[config.mk]
export PLATFORM = sky130hd
export DESIGN_NAME = cra_rx_path
export DESIGN_NICKNAME = d
export VERILOG_FILES = /design/src/hdl/cra_pkg.sv /design/src/hdl/cra_accept_filter.sv /design/src/hdl/cra_two_buffer.sv /design/src/hdl/cra_rx_path.sv
export SDC_FILE = /design/constraint.sdc
export NUM_CORES = 1
export LEC_CHECK = 0
export CORE_MARGIN = 4
export CORE_UTILIZATION = 40
export DETAILED_ROUTE_END_ITERATION = 16
export DONT_BUFFER_PORTS = 1
export PLACE_DENSITY = 0.56
export SETUP_SLACK_MARGIN = 0.4
export SKIP_LAST_GASP = 1
export SLEW_MARGIN = 40
export SYNTH_ARGS = -nofsm -noshare
export SYNTH_HDL_FRONTEND = slang
export SYNTH_SLANG_ARGS = --single-unit
export TNS_END_PERCENT = 5
[constraint.sdc]
create_clock -name clock -period 6.6 [get_ports clock]
set_input_delay 0.33 -clock clock [delete_from_list [all_inputs] [get_ports clock]]
set_output_delay 0.33 -clock clock [all_outputs]
set_load 0.02 [all_outputs]
[src/hdl/cra_pkg.sv]
/*
 constants, types and helpers of the CAN receive path with acceptance filter.
 assumes one clock; frame fields come already decoded from the bit engine.
*/
package cra_pkg;

   // ==========================================
   // widths and depths
   localparam int ID_W = 29;
   localparam int STD_ID_W = 11;
   localparam int DLC_W = 4;
   localparam int DATA_W = 64;
   localparam int HIT_W = 3;
   localparam int BANK_W = 32;
   localparam int WORD_W = 32;
   localparam int FIFO_DEPTH = 4;
   localparam int PTR_W = 2;
   localparam int CNT_W = 3;
   localparam logic [CNT_W-1:0] FIFO_FULL_CNT = 3'h4;

   // ==========================================
   // reset values
   localparam logic [HIT_W-1:0] HIT_RESET = 3'h0;

   // ==========================================
   // filter modes
   typedef enum logic [1:0] {
      MODE_TWO_WIDE,
      MODE_FOUR_HALF,
      MODE_EIGHT_BYTE,
      MODE_CLOSED
   } cra_mode_e;

   // ==========================================
   // stored frame
   typedef struct packed {
      logic [ID_W-1:0] id;
      logic ide;
      logic rtr;
      logic [DLC_W-1:0] dlc;
      logic [DATA_W-1:0] data;
      logic [HIT_W-1:0] hit;
   } cra_entry_s;

   localparam int ENTRY_W = $bits(cra_entry_s);

   // ==========================================
   // identifier laid out as the filter sees it, msb first
   function automatic logic [WORD_W-1:0] filter_word(input logic [ID_W-1:0] id,
         input logic ide, input logic rtr, input logic srr);
      if (ide) begin
         filter_word = {id[28:18], srr, 1'b1, id[17:0], rtr};
      end else begin
         filter_word = {id[STD_ID_W-1:0], rtr, 1'b0, 19'h0_0000};
      end
   endfunction

endpackage

[src/hdl/cra_accept_filter.sv]
/*
 identifier acceptance filter: pattern and mask banks, four modes.
 assumes banks are stable while a frame is being judged.
*/
`timescale 1ns/1ns
module cra_accept_filter (
   // configuration
   input wire cra_pkg::cra_mode_e mode,
   input wire logic [2*cra_pkg::BANK_W-1:0] pattern,
   input wire logic [2*cra_pkg::BANK_W-1:0] mask,
   // frame under test
   input wire logic [cra_pkg::WORD_W-1:0] word,
   // result
   output logic hit,
   output logic [cra_pkg::HIT_W-1:0] hitIndex
);

   // ==========================================
   // matching
   // equal or masked
   function automatic logic bits_match(input logic [31:0] p, input logic [31:0] m,
         input logic [31:0] w);
      bits_match = &(~(p ^ w) | m);
   endfunction

   always_comb begin
      hit = 1'b0;
      hitIndex = cra_pkg::HIT_RESET;
      unique case (mode)
         cra_pkg::MODE_TWO_WIDE: begin
            // bank 0 filter 0, bank 1 filter 1
            for (int i = 1; i >= 0; i--) begin
               if (bits_match(pattern[63-32*i -: 32], mask[63-32*i -: 32], word)) begin
                  hit = 1'b1;
                  hitIndex = 3'(i);
               end
            end
         end
         cra_pkg::MODE_FOUR_HALF: begin
            for (int i = 3; i >= 0; i--) begin
               if (bits_match({pattern[63-16*i -: 16], 16'h0000},
                     {mask[63-16*i -: 16], 16'hFFFF}, word)) begin
                  hit = 1'b1;
                  hitIndex = 3'(i);
               end
            end
         end
         cra_pkg::MODE_EIGHT_BYTE: begin
            for (int i = 7; i >= 0; i--) begin
               if (bits_match({pattern[63-8*i -: 8], 24'h00_0000},
                     {mask[63-8*i -: 8], 24'hFF_FFFF}, word)) begin
                  hit = 1'b1;
                  hitIndex = 3'(i);
               end
            end
         end
         cra_pkg::MODE_CLOSED: begin
            hit = 1'b0;
         end
      endcase
   end

endmodule

[src/hdl/cra_two_buffer.sv]
/*
 two-entry buffer with valid and ready on both sides, registered outputs.
 assumes the drain side may stall indefinitely.
*/
`timescale 1ns/1ns
module cra_two_buffer #(
   parameter int WIDTH = 8
) (
   // clock and reset
   input wire logic clock,
   input wire logic rst_b,
   input wire logic clockEn,
   // fill side
   input wire logic inValid,
   output logic inReady,
   input wire logic [WIDTH-1:0] inData,
   // drain side
   output logic outValid,
   input wire logic outReady,
   output logic [WIDTH-1:0] outData
);

   typedef struct packed {
      logic valid0;
      logic valid1;
      logic [WIDTH-1:0] data0;
      logic [WIDTH-1:0] data1;
   } cra_buf_state_s;

   cra_buf_state_s q;
   cra_buf_state_s d;

   // ==========================================
   // next state
   always_comb begin
      d = q;
      if (q.valid0 && outReady) begin
         d.data0 = q.data1;
         d.valid0 = q.valid1;
         d.valid1 = 1'b0;
      end
      if (inValid && !q.valid1) begin
         if (!d.valid0) begin
            d.data0 = inData;
            d.valid0 = 1'b1;
         end else begin
            d.data1 = inData;
            d.valid1 = 1'b1;
         end
      end
   end

   // ==========================================
   // registers
   always_ff @(posedge clock or negedge rst_b) begin
      if (!rst_b) begin
         q <= '0;
      end else if (clockEn) begin
         q <= d;
      end
   end

   assign inReady = !q.valid1;
   assign outValid = q.valid0;
   assign outData = q.data0;

endmodule

[src/hdl/cra_rx_path.sv]
/*
 CAN receive path: background buffer, acceptance, receive FIFO, overrun.
 assumes a bit engine on the same clock delivers decoded frames with an
 end pulse, and a host draining frames through a valid/ready port.
*/
`timescale 1ns/1ns
module cra_rx_path (
   // clock and reset
   input wire logic clock,
   input wire logic rst_b,
   input wire logic clockEn,
   // configuration
   input wire cra_pkg::cra_mode_e filterMode,
   input wire logic [cra_pkg::BANK_W-1:0] acceptancePatternBank0,
   input wire logic [cra_pkg::BANK_W-1:0] acceptancePatternBank1,
   input wire logic [cra_pkg::BANK_W-1:0] acceptanceMaskBank0,
   input wire logic [cra_pkg::BANK_W-1:0] acceptanceMaskBank1,
   input wire logic loopbackEn,
   input wire logic overrunIrqEn,
   // transmit status
   input wire logic txStart,
   input wire logic arbLost,
   // frame from bit engine
   input wire logic frameEnd,
   input wire logic frameOk,
   input wire logic [cra_pkg::ID_W-1:0] frameId,
   input wire logic frameIde,
   input wire logic frameRtr,
   input wire logic frameSrr,
   input wire logic [cra_pkg::DLC_W-1:0] frameDlc,
   input wire logic [cra_pkg::DATA_W-1:0] frameData,
   // bus side answer
   output logic ackEnable,
   // host read port
   output logic receiveFullFlag,
   input wire logic rxOutReady,
   output logic [cra_pkg::ID_W-1:0] rxOutId,
   output logic rxOutIde,
   output logic rxOutRtr,
   output logic [cra_pkg::DLC_W-1:0] rxOutDlc,
   output logic [cra_pkg::DATA_W-1:0] rxOutData,
   output logic [cra_pkg::HIT_W-1:0] rxOutHit,
   // status
   output logic [cra_pkg::HIT_W-1:0] filterHitIndex,
   output logic rxEvent,
   output logic overrunEvent
);

   typedef struct packed {
      logic bgValid;
      logic bgOk;
      logic bgOwn;
      logic [cra_pkg::ID_W-1:0] bgId;
      logic bgIde;
      logic bgRtr;
      logic bgSrr;
      logic [cra_pkg::DLC_W-1:0] bgDlc;
      logic [cra_pkg::DATA_W-1:0] bgData;
      logic ownTx;
      logic ackEnable;
      cra_pkg::cra_entry_s [cra_pkg::FIFO_DEPTH-1:0] fifo;
      logic [cra_pkg::PTR_W-1:0] wrPtr;
      logic [cra_pkg::PTR_W-1:0] rdPtr;
      logic [cra_pkg::CNT_W-1:0] count;
      logic [cra_pkg::HIT_W-1:0] hitIndex;
      logic rxEvent;
      logic overrunEvent;
   } cra_rx_state_s;

   cra_rx_state_s q;
   cra_rx_state_s d;

   logic filterHit;
   logic [cra_pkg::HIT_W-1:0] filterIdx;
   logic bufInReady;
   logic bufInValid;
   logic [cra_pkg::ENTRY_W-1:0] bufInData;
   logic [cra_pkg::ENTRY_W-1:0] bufOutData;
   cra_pkg::cra_entry_s head;
   logic popFire;
   logic pushFire;
   logic fullNow;
   logic candidate;

   // ==========================================
   // acceptance filter
   // pattern and mask banks
   cra_accept_filter filter (
      .mode(filterMode),
      .pattern({acceptancePatternBank0, acceptancePatternBank1}),
      .mask({acceptanceMaskBank0, acceptanceMaskBank1}),
      .word(cra_pkg::filter_word(q.bgId, q.bgIde, q.bgRtr, q.bgSrr)),
      .hit(filterHit),
      .hitIndex(filterIdx)
   );

   // ==========================================
   // next state
   always_comb begin
      d = q;
      d.rxEvent = 1'b0;
      d.overrunEvent = 1'b0;

      if (txStart) begin
         d.ownTx = 1'b1;
      end
      if (arbLost) begin
         d.ownTx = 1'b0;
      end

      d.ackEnable = !(d.ownTx && !loopbackEn);

      // fifo head to output buffer
      bufInValid = (q.count != '0);
      bufInData = q.fifo[q.rdPtr];
      popFire = bufInValid && bufInReady;

      // own frame outside loopback stays back
      candidate = q.bgValid && q.bgOk && (!q.bgOwn || loopbackEn) && filterHit;
      // a slot freed this cycle counts
      fullNow = (q.count == cra_pkg::FIFO_FULL_CNT) && !popFire;
      pushFire = 1'b0;
      if (q.bgValid) begin
         d.bgValid = 1'b0;
      end
      if (candidate) begin
         if (fullNow) begin
            d.overrunEvent = overrunIrqEn;
         end else begin
            pushFire = 1'b1;
            d.fifo[q.wrPtr] = '{id: q.bgId, ide: q.bgIde, rtr: q.bgRtr, dlc: q.bgDlc,
                                data: q.bgData, hit: filterIdx};
            d.wrPtr = q.wrPtr + 2'h1;
            d.hitIndex = filterIdx;
            d.rxEvent = 1'b1;
         end
      end

      if (popFire) begin
         d.rdPtr = q.rdPtr + 2'h1;
      end
      if (pushFire && !popFire) begin
         d.count = q.count + 3'h1;
      end else if (popFire && !pushFire) begin
         d.count = q.count - 3'h1;
      end

      // background always overwritten by next frame
      // winning frame captured like any other
      if (frameEnd) begin
         d.bgValid = 1'b1;
         d.bgOk = frameOk;
         d.bgOwn = q.ownTx && !arbLost;
         d.bgId = frameId;
         d.bgIde = frameIde;
         d.bgRtr = frameRtr;
         d.bgSrr = frameSrr;
         d.bgDlc = frameDlc;
         d.bgData = frameData;
         d.ownTx = 1'b0;
      end
   end

   // ==========================================
   // registers
   always_ff @(posedge clock or negedge rst_b) begin
      if (!rst_b) begin
         q <= '0;
         q.ackEnable <= 1'b1;
         q.hitIndex <= cra_pkg::HIT_RESET;
      end else if (clockEn) begin
         q <= d;
      end
   end

   // ==========================================
   // host output buffer
   // full flag is output buffer valid
   cra_two_buffer #(
      .WIDTH(cra_pkg::ENTRY_W)
   ) outBuf (
      .clock(clock),
      .rst_b(rst_b),
      .clockEn(clockEn),
      .inValid(bufInValid),
      .inReady(bufInReady),
      .inData(bufInData),
      .outValid(receiveFullFlag),
      .outReady(rxOutReady),
      .outData(bufOutData)
   );

   assign head = bufOutData;
   assign rxOutId = head.id;
   assign rxOutIde = head.ide;
   assign rxOutRtr = head.rtr;
   assign rxOutDlc = head.dlc;
   assign rxOutData = head.data;
   assign rxOutHit = head.hit;
   assign ackEnable = q.ackEnable;
   assign filterHitIndex = q.hitIndex;
   assign rxEvent = q.rxEvent;
   assign overrunEvent = q.overrunEvent;

endmodule

==> flow_summary_export.csv <==
group,metric,value,unit
status,status,"completed",
clock_tree,clkLatencyLatePin,0.63,ns
yosys,synth_top_area_share,54.20,%
clock_tree,post_cts_resized,0,
grt,grt_pass1_wl,139100,um
worst_hold_path,hp-class,"input port to register",
clock_tree,cts_tree,"built",
power_and_ir_drop,p_leak,17.45,nW
clock_tree,cts-htree-levels,3,
sta,fmax,0.1965,GHz
sta,fin_ws,1.512,ns
sta,rsz0062_at_grt,"no",
clock_tree,path_clk_slew,0.06,ns
grt,grt_use_total,20.52,%
critical_path,end_kind,"register",
yosys,syn_nets,2655,
placed_design,port_buffers,0,
yosys,synth_area_leaders,"dfrtp_1 54%, mux2_2 18%, mux4_2 6.8%, mux2_4 3.5%, o22ai_1 2.7%",
yosys,yosys_warnings,0,
drt,vias_per_cell,5.591,
placed_design,dpl_worst_slack,1.488,ns
power_and_ir_drop,p_per_area,439.7,mW/mm^2
grt,grt_overflow,0,
yosys,yosysUniqueCellTypes,61,
sta,period_share,77.10,%
yosys,ys_seq_elements,731,
final_layout,multi_input_area,0.01392,mm^2
drt,wl,91640,um
clock_tree,cts_buffers,81,
sta,setup_violations,0,
drt,drc,0,
sta,slew_viol_final,0,
clock_tree,cts_hold_buf,110,
clock_tree,cts_setup_buffers,0,
sta,maxSlewHeadroom,42.09,%
final_layout,nNetsFinal,2631,
placed_design,place_congestion,0.8746,
yosys,syn_area,0.03370,mm^2
drt,dr.pass1.iters,5,
placed_design,dpl.hpwl,57970,um
grt,grt_max_degree,732,
drt,drtIter0Drc,1009,
critical_path,crit_type,"register to register",
grt,grt_pass1_vias,21440,
die,die-width,298.3,um
grt,antenna_found_initial,6,
yosys,netlist_instances,2409,
final_layout,seq_area,0.01831,mm^2
final_layout,syn2layout_area_growth,12.98,%
die,die_area,0.08897,mm^2
yosys,synth_common_cells,"730 x dfrtp_1, 532 x mux2_2, 143 x o22ai_1",
die,core_area,0.08356,mm^2
yosys,synth_edf_count,0,
critical_path,required,7.11,ns
yosys,ys_seq_area_share,54.28,%
placed_design,place_inst,3262,
yosys,synth_ff_type,"dfrtp_1",
power_and_ir_drop,vdd_drop_max,0.0002184,V
drt,dr_total_vias,19750,
sta,worst_pin_slew,0.8686,ns
die,start_util,40.34,%
sta,tns,0,ns
critical_path,startpoint_type,"register",
clock_tree,cts_num_sinks,731,
sta,clock_skew,0.02323,ns
critical_path,worst_ep_arrival_time,5.60,ns
yosys,yosys.cell_count.top_type,"dfrtp_1",
final_layout,final_util,45.57,%
clock_tree,clockRootBuffer,"clkbuf_16",
sta,whs,0.07919,ns
final_layout,drive_gt1_share,37.61,%
critical_path,critical_path_peak_fanout,37,
yosys,synth_area_leader_cell,"dfrtp_1",
sta,hold_violations,0,
yosys,synthArstFlopShare,100.0,%
drt,postRouteAntennaNets,0,
job,drv_cap,0,
die,rows,106,
final_layout,final_cell_count_no_fill,3533,
drt,post_drt_wl_per_cell,25.94,um
final_layout,fillers,7377,
clock_tree,cts_buffer_depth,3,
sta,fin_crit,5.088,ns
yosys,postSynthAreaPerCell,13.99,um^2
die,boundaryPins,349,
die,die_h,298.3,um
-- sequential cells by signal, summed over array words and instances, names as in the netlist --
name	count
outBuf.outData	102
q	519
filterHitIndex	3
outBuf.outValid	1
ackEnable	1
outBuf.q	103
rxEvent	1
overrunEvent	1
-- worst max-delay path: stages, from the launching register on --
cell and delay, ns:
dfrtp_4 0.83, buf_4 0.38, mux2i_4 0.54, xor2_1 0.12
o22ai_1 0.21, nor4_2 0.10, nor4_1 0.47, a31oi_1 0.20
o2111ai_1 0.26, buf_4 0.23, or2_4 0.64, buf_4 0.51
mux2_2 0.39
-- where the power goes --
part           leakage, nW  switching (mW)  internal, mW
registers             9.50            1.53          5.97
clock network         1.32            1.84          2.69
logic                 6.62            2.24          2.46
total                 17.4            5.62          11.1
-- per-layer routing --
| metal | vias to the layer above | routed length, um | GRT usage [%] |
|---|---|---|---|
| li1 | 8621 | - | - |
| met1 | 10500 | 38340 | 26.05 |
| met2 | 510 | 44570 | 34.48 |
| met3 | 124 | 6178 | 5.341 |
| met4 | 0 | 2546 | 6.546 |
| met5 | - | 0 | 0 |
-- layout make-up --
cell class | count | area share (%)
Antenna cell | 7 | 0.04600
Clock buffer | 118 | 6.082
Inverter | 26 | 0.2563
Multi-Input combinational cell | 1395 | 36.55
Clock inverter | 26 | 1.002
Timing Repair Buffer | 150 | 4.439
Tap cell | 1080 | 3.549
Sequential cell | 731 | 48.07
-- layout by cell type, fill, tap and decap left out, drive strengths merged, types with 2 or more instances in the layout --
cell type	n
a2111oi	4
a21bo	12
a21oi	124
a311oi	2
and4	2
buf	40
bufinv	6
clkbuf	118
clkinv	16
dfrtp	730
diode	7
dlygate4sd3	110
ha	5
inv	29
mux2	613
mux2i	20
mux4	102
nand2	31
nand2b	2
nand3	5
nand3b	13
nand4	3
nor2	129
nor2b	12
nor3	4
nor3b	4
nor4	12
nor4b	2
o2111ai	3
o21a	2
o21ai	18
o221ai	3
o22ai	143
or2	3
xnor2	8
xor2	98
-- per-stage QoR --
stage	cell area (um^2)	power, mW
final	38080	16.74
after global routing	38070	17.69
after global placement	33930	11.93
after detailed placement	33990	12.14
after floorplan	33700	11.07
after CTS	37810	16.85
-- cells by family (layout without fill, tap and decap cells) --
family	count (synthesis)	after routing	share of synthesized area (%)
AO/OA/AOI/OAI	323	323	5.795
XOR/XNOR	106	106	2.755
adder cells (fa/ha/maj)	6	6	0.2450
buffers and inverters	283	320	4.655
flip-flops	731	731	54.28
multiplexers	735	735	29.10
other	0	7	0
AND/OR/NAND/NOR	225	225	3.167
-- worst paths after layout --
path                       depth (start not counted)     from  slack (ns)            endpoint
hold / removal                                     3  clockEn        0.08   outBuf.outData[4]
setup / recovery                                  12   q[492]        1.51               q[22]
min in group asynchronous                          2    rst_b        0.25  outBuf.outData[69]
setup reg to reg                                  12   q[492]        1.51               q[22]
max in group asynchronous                          5    rst_b        4.16                q[8]
hold reg to reg                                    2   q[522]        0.49              q[522]
No activity file was read; power rests on OpenSTA's default activity.
